File: src/core/bsid_pkg.sv
// package for the boundary scan chain and identification register block
package bsid_pkg;
  // chain geometry
  localparam int unsigned CHAIN_LEN     = 46;
  localparam int unsigned ID_LEN        = 32;
  // control and data cell positions
  localparam int unsigned CELL_BUS_BIT1 = 0;
  localparam int unsigned CELL_UPPER_EN = 1;
  localparam int unsigned CELL_BUS_BIT0 = 2;
  localparam int unsigned CELL_BIT0_EN  = 3;
  localparam int unsigned CELL_IRQ      = 14;
  localparam int unsigned CELL_IRQ_EN   = 15;
  localparam int unsigned CELL_SYNC     = 25;
  localparam int unsigned CELL_SYNC_EN  = 26;
  localparam int unsigned CELL_UNBONDED = 22;
  localparam int unsigned CELL_UPPER_LO = 40;
  // identification code field widths
  localparam int unsigned MFR_W         = 11;
  localparam int unsigned PART_W        = 16;
  localparam int unsigned VER_W         = 4;
  // reset values
  localparam logic [45:0] CHAIN_RST     = 46'h0;
  localparam logic [31:0] ID_RST        = 32'h0;

  // tap state decoded by the controller outside this block
  typedef struct packed {
    logic test_logic_reset;   // controller in test-logic-reset
    logic capture_dr;         // capture-dr state
    logic shift_dr;           // shift-dr state
    logic update_dr;          // update-dr state
    logic sel_idcode;         // identification instruction current
    logic sel_boundary;       // sample/preload or extest current
    logic extest;             // extest current: pins driven from latches
  } bsid_tap_t;

  // pin drive for the four driven pin groups
  typedef struct packed {
    logic [6:0] upper_out;    // bus bits 1..7
    logic       upper_oe;
    logic       bit0_out;
    logic       bit0_oe;
    logic       irq_out;
    logic       irq_oe;
    logic       sync_out;
    logic       sync_oe;
  } bsid_pins_t;
endpackage : bsid_pkg

File: src/core/bsid_chain.sv
// boundary scan chain and identification register data path
// Notes on behaviour
// - id register: shift stage plus parallel latch
// - id selected on idcode or test-logic-reset
// - cell 1 enables bit1 and cells 40-45
// - bus bit0 cell 2, own enable 3
// - interrupt cell 14, enable cell 15
// - tx frame sync cell 25, enable 26
// - other cells only observe pins
// - unbonded cell 22 stays in chain
// - id = version,part,manufacturer,1
// - capture loads id, shift-dr shifts out
`timescale 1ns/100ps
`default_nettype none
module bsid_chain
  import bsid_pkg::*;
#(
  parameter logic [10:0] MFR_CODE  = 11'h155, // arbitrary value
  parameter logic [15:0] PART_CODE = 16'h1234, // arbitrary value
  parameter logic [3:0]  VER_CODE  = 4'h1     // arbitrary value
) (
  input  wire logic        ref_clk,
  input  wire logic        sys_rst,
  input  wire bsid_tap_t   tap,
  input  wire logic        tdi,
  input  wire logic [45:0] pin_sample,
  output logic             tdo,
  output logic             tdo_oe,
  output bsid_pins_t       pins
);
  // fixed identification code
  localparam logic [31:0] ID_CODE =
    {VER_CODE, PART_CODE, MFR_CODE, 1'b1};

  logic [45:0] chain_r, chain_nxt;   // boundary shift stage
  logic [45:0] latch_r, latch_nxt;   // boundary parallel latch
  logic [31:0] id_r, id_nxt;         // id shift stage
  logic [31:0] idl_r, idl_nxt;       // id parallel latch
  logic        tdo_r, tdo_nxt;       // registered serial output
  logic        oe_r, oe_nxt;
  logic        id_sel;

  // id path also wins during test-logic-reset
  assign id_sel = tap.sel_idcode | tap.test_logic_reset;

  // next state of both data registers
  always_comb begin
    chain_nxt = chain_r;
    latch_nxt = latch_r;
    id_nxt    = id_r;
    idl_nxt   = idl_r;
    tdo_nxt   = tdo_r;
    oe_nxt    = 1'b0;
    if (tap.test_logic_reset) begin
      // hold code in the parallel stage while reset
      idl_nxt = ID_CODE;
    end else if (id_sel) begin
      if (tap.capture_dr) begin
        id_nxt = ID_CODE;
      end else if (tap.shift_dr) begin
        id_nxt = {tdi, id_r[31:1]};
      end
      if (tap.update_dr) begin
        idl_nxt = id_r;
      end
    end else if (tap.sel_boundary) begin
      if (tap.capture_dr) begin
        // every cell captures its pin, including the unbonded one
        chain_nxt = pin_sample;
      end else if (tap.shift_dr) begin
        // cell 0 leaves first toward tdo
        chain_nxt = {tdi, chain_r[45:1]};
      end
      if (tap.update_dr) begin
        latch_nxt = chain_r;
      end
    end
    // output lsb of selected path; updated on each shift
    if (tap.shift_dr) begin
      oe_nxt  = id_sel | tap.sel_boundary;
      tdo_nxt = id_sel ? id_r[0] : chain_r[0];
    end
  end

  // registers only
  always_ff @(posedge ref_clk) begin
    if (sys_rst) begin
      chain_r <= CHAIN_RST;
      latch_r <= CHAIN_RST;
      id_r    <= ID_RST;
      idl_r   <= ID_RST;
      tdo_r   <= 1'b0;
      oe_r    <= 1'b0;
    end else begin
      chain_r <= chain_nxt;
      latch_r <= latch_nxt;
      id_r    <= id_nxt;
      idl_r   <= idl_nxt;
      tdo_r   <= tdo_nxt;
      oe_r    <= oe_nxt;
    end
  end

  assign tdo    = tdo_r;
  assign tdo_oe = oe_r;

  // pins driven only under extest; enables from control cells
  always_comb begin
    pins.upper_out = {latch_r[CELL_UPPER_LO +: 6],
                      latch_r[CELL_BUS_BIT1]};
    pins.upper_oe  = tap.extest & latch_r[CELL_UPPER_EN];
    pins.bit0_out  = latch_r[CELL_BUS_BIT0];
    pins.bit0_oe   = tap.extest & latch_r[CELL_BIT0_EN];
    pins.irq_out   = latch_r[CELL_IRQ];
    pins.irq_oe    = tap.extest & latch_r[CELL_IRQ_EN];
    pins.sync_out  = latch_r[CELL_SYNC];
    pins.sync_oe   = tap.extest & latch_r[CELL_SYNC_EN];
  end
endmodule : bsid_chain
`default_nettype wire

File: config.mk
export PLATFORM = sky130hd
export DESIGN_NAME = bsid_chain
export DESIGN_NICKNAME = d
export VERILOG_FILES = /design/src/core/bsid_pkg.sv /design/src/core/bsid_chain.sv
export SDC_FILE = /design/constraint.sdc
export NUM_CORES = 1
export LEC_CHECK = 0
export ABC_AREA = 1
export BUFFER_PORTS_ARGS = -buffer_cell sky130_fd_sc_hd__buf_2
export CORE_MARGIN = 5
export CORE_UTILIZATION = 25
export CTS_BUF_LIST = sky130_fd_sc_hd__clkbuf_4 sky130_fd_sc_hd__clkbuf_8
export CTS_CLUSTER_DIAMETER = 200
export DETAILED_ROUTE_END_ITERATION = 8
export PLACE_DENSITY = 0.41
export SLEW_MARGIN = 20
export SYNTH_ARGS = -nofsm -noshare
export SYNTH_HDL_FRONTEND = slang
export SYNTH_SLANG_ARGS = --single-unit
export TNS_END_PERCENT = 30
File: constraint.sdc
create_clock -name ref_clk -period 1.45 [get_ports ref_clk]
set_clock_uncertainty 0.1 [all_clocks]
set_input_delay 0.29 -clock ref_clk [delete_from_list [all_inputs] [get_ports ref_clk]]
set_output_delay 0.29 -clock ref_clk [all_outputs]
set_load 0.005 [all_outputs]
==> impl_metrics.py <==
metrics = {
    "run_status": {
        "status": "complete, no violations",
    },
    "min_path": {
        "whs_path_depth": 3,
        "worst_min_path_start": "tap[4]",
        "hold_path.class": "in -> reg",
        "timing.hold.worst_endpoint": "tdo_oe",
    },
    "clock_tree": {
        "clock_latency_ps": 360,
        "cts-buffers-inserted": 9,
        "ctsHtreeMaxLevel": 3,
        "clockBufferDepth": 2,
        "cts.reportedPaths.clkPinSlew_ps": 90,
        "cts_tree": "done",
        "clockRootBuffer": "sky130_fd_sc_hd__clkbuf_8",
        "tritoncts_num_sinks": 94,
    },
    "cells_and_area": {
        "final_layout_size_suffix_gt1_share_pct": 17.69,
        "final_design_area_no_fill_sq_um": 5229,
        "num-fill-cells": 1961,
        "area_delta_synth_final_pct": 19.09,
        "final_net_count": 803,
    },
    "floorplan": {
        "floorplan.die.width_um": 142.5,
        "fp.coreArea_sq_um": 17240,
        "floorplan.initialDensity_pct": 25.47,
        "ioPinCount": 72,
        "die_area_sq_um": 20310,
        "die_y_um": 142.5,
        "std_cell_rows": 48,
    },
    "yosys": {
        "synth-edff-count": 0,
        "synthesis.area_per_instance_sq_um": 6.363,
        "post_synth_num_cell_types": 18,
        "netlist_instances": 690,
        "synthesis.yosys.warnings": 0,
        "ys_async_sr_fraction_pct": 0,
        "synth.area.top_cells": "sky130_fd_sc_hd__dfxtp_1 43%, sky130_fd_sc_hd__nor2_1 18%, sky130_fd_sc_hd__nand2_1 13%",
        "ys_dominant_reg_cell": "sky130_fd_sc_hd__dfxtp_1",
        "syn_nets": 746,
        "synth_top_area_share_pct": 42.86,
        "synth_seq_area_share_pct": 42.86,
        "cell_area_after_synthesis_sq_um": 4390,
        "yosys.area.top_type": "sky130_fd_sc_hd__dfxtp_1",
        "yosys-top-cells-count": "208 x sky130_fd_sc_hd__nor2_1, 147 x sky130_fd_sc_hd__nand2_1, 94 x sky130_fd_sc_hd__dfxtp_1, 76 x sky130_fd_sc_hd__inv_1, 76 x sky130_fd_sc_hd__o21ai_0",
        "ys_seq_elements": 94,
        "yosys.cell_count.top_type": "sky130_fd_sc_hd__nor2_1",
    },
    "route": {
        "antenna_violating_nets_post_route": 0,
        "post_drt_wl_per_cell_um": 10.89,
        "drt-pass1-iter-count": 4,
        "drt_iter0_drc": 277,
        "finalWirelength_mm": 10.66,
        "detail_route.drc_violations": 0,
        "drt-vias-per-instance": 4.096,
        "dr_total_vias": 4010,
    },
    "sta": {
        "final_hold_viol_count": 0,
        "max_slew.worst_pin.slew_ps": 257.7,
        "post-route-period-util_pct": 96.09,
        "period_needed_ps": 1393,
        "report.final.slew_viol_count": 0,
        "slew_hr_pct": 82.82,
        "report.final.setup_viol": 0,
        "grt_setup_unrepaired": "false",
        "fin_setup_tns_ps": 0,
        "fmaxAchievable_mhz": 717.7,
        "worst_hold_slack_ps": 98.45,
    },
    "pwr": {
        "power_density_nw_per_um2": 967.6,
        "worst_ir_drop_vdd_mv": 0.3810,
        "p_leak_nw": 2.637,
    },
    "placed_design": {
        "routabilityCongestion": 0.7462,
        "input_output_buffers": 71,
        "detailedPlacementHpwl_mm": 7.404,
        "placed_cell_area_sq_um": 5040,
    },
    "critical_path": {
        "end_kind": "flop",
        "worst-endpoint-arrival_ps": 1600,
        "worstPathRequired_ps": 1650,
        "setup.reg_to_reg.worst_slack_ps": 420,
        "crit_path_top_delay_cell": "sky130_fd_sc_hd__dlygate4sd3_1",
        "reg2reg_to": "id_r[9]",
        "timing.critical_path.cells": "dlygate4sd3_1 -> buf_2 -> inv_2 -> buf_12 -> o21ai_0 -> buf_4 -> nor2_1",
        "timing.setup.critical_path_class": "in -> reg",
        "critical_path.n_buffers_inverters": 5,
        "reg2reg_start": "id_r[10]",
        "worst-path-max-fanout": 37,
        "critical_path.top_delay_family": "buffers and inverters",
        "worst_path_largest_cell_delay_ps": 530,
        "cp_launch_type": "primary input",
        "reg2reg_depth": 3,
    },
    "grt": {
        "grt_start_max_net_pins": 57,
        "grtUsageTotal_pct": 11.03,
        "grt_antenna_before_repair": 4,
        "first_global_vias": 3764,
        "globalRouteOverflowTotal": 0,
        "global_route_wire_length_before_repair_mm": 18.24,
    },
    "run": {
        "drv_cap": 0,
    },
}
==> sequential cells by signal, summed over array words and instances, names as in the netlist <==
register  count
latch_r      14
tdo_oe        1
id_r         32
tdo           1
chain_r      46
==> cell families after synthesis <==
| kind of cell | share of synthesized area [%] |
|---|---|
| DFF | 42.86 |
| buffers and inverters | 13.71 |
| and+or+nand+nor | 32.83 |
| AOI/OAI and AO/OA | 10.60 |
==> worst max-delay path by stage <==
stage / start / endpoint / slack [ps] / cells after the start
3_3_place_gp: tap[5] / chain_r[43] / 30 / 6
2_1_floorplan: tap[5] / id_r[14] / 200 / 5
5_1_grt: sys_rst / latch_r[43] / 0.2 / 6
3_5_place_dp: tap[5] / chain_r[8] / 20 / 6
6_report: sys_rst / latch_r[45] / 60 / 7
4_1_cts: sys_rst / chain_r[17] / 60 / 7
==> layout by cell type, fill, tap and decap left out <==
cell type,n
sky130_fd_sc_hd__nor2_1,208
sky130_fd_sc_hd__nand2_1,147
sky130_fd_sc_hd__dfxtp_1,94
sky130_fd_sc_hd__o21ai_0,76
sky130_fd_sc_hd__inv_1,75
sky130_fd_sc_hd__buf_2,70
sky130_fd_sc_hd__o21ai_1,17
sky130_fd_sc_hd__buf_4,17
sky130_fd_sc_hd__or2_2,12
sky130_fd_sc_hd__clkbuf_8,10
sky130_fd_sc_hd__buf_12,9
sky130_fd_sc_hd__clkinv_2,5
sky130_fd_sc_hd__inv_2,4
sky130_fd_sc_hd__diode_2,2
sky130_fd_sc_hd__nand2_2,2
sky130_fd_sc_hd__nor2_2,1
sky130_fd_sc_hd__nand3_4,1
sky130_fd_sc_hd__nand3_1,1
sky130_fd_sc_hd__clkbuf_4,1
sky130_fd_sc_hd__dlygate4sd3_1,1
sky130_fd_sc_hd__buf_6,1
==> layout make-up <==
cell class                      instances  area [sq um]  area share, %
Timing Repair Buffer                   98         679.4          12.99
Tap cell                              225         281.5          5.384
Sequential cell                        94          1882          35.99
Inverter                               79         296.5          5.671
Clock buffer                           11         145.1          2.776
Clock inverter                          5         25.02         0.4786
Antenna cell                            2         5.005        0.09572
Multi-Input combinational cell        465          1914          36.61
==> layer usage <==
metal / share of wire [%] / GRT usage [%] / up-vias
met3: 6.1 / 4.503 / 11
met5: 0.29 / 0 / -
met1: 49 / 14.44 / 1773
met2: 44 / 17.01 / 63
li1: - / - / 2159
met4: 0.95 / 2.601 / 4
==> worst min-delay path: cells and delay by family <==
kind / cells / cell delay (ps)
AOI/OAI and AO/OA: 1 / 70
and+or+nand+nor: 1 / 40
buffers and inverters: 1 / 120
==> timing repair <==
action | 4_1_cts | 5_1_grt
hold endpoints to repair | 1 | 0
hold buffers | 1 | 0
buffers inserted | 0 | 0
endpoints found under the setup margin | 0 | 4
resized for setup | 0 | 1
==> per-stage QoR <==
step	power, mW	utilization [%]	worst slack (ps)	instances
global placement	3.529	29.24	31.56	960
detailed placement	3.538	29.24	23.62	960
CTS	5.177	30.28	64.46	977
global route	5.415	30.34	0.1771	979
finish	5.059	30.34	56.63	979
floorplan	3.291	-	199.8	690
==> power by group <==
part | internal [mW] | total, mW | switching [mW]
Sequential | 2.71 | 2.76 | 0.0524
Clock | 0.676 | 1.59 | 0.915
Combinational | 0.302 | 0.706 | 0.403
Note: power is estimated with default switching activity, not from simulation.
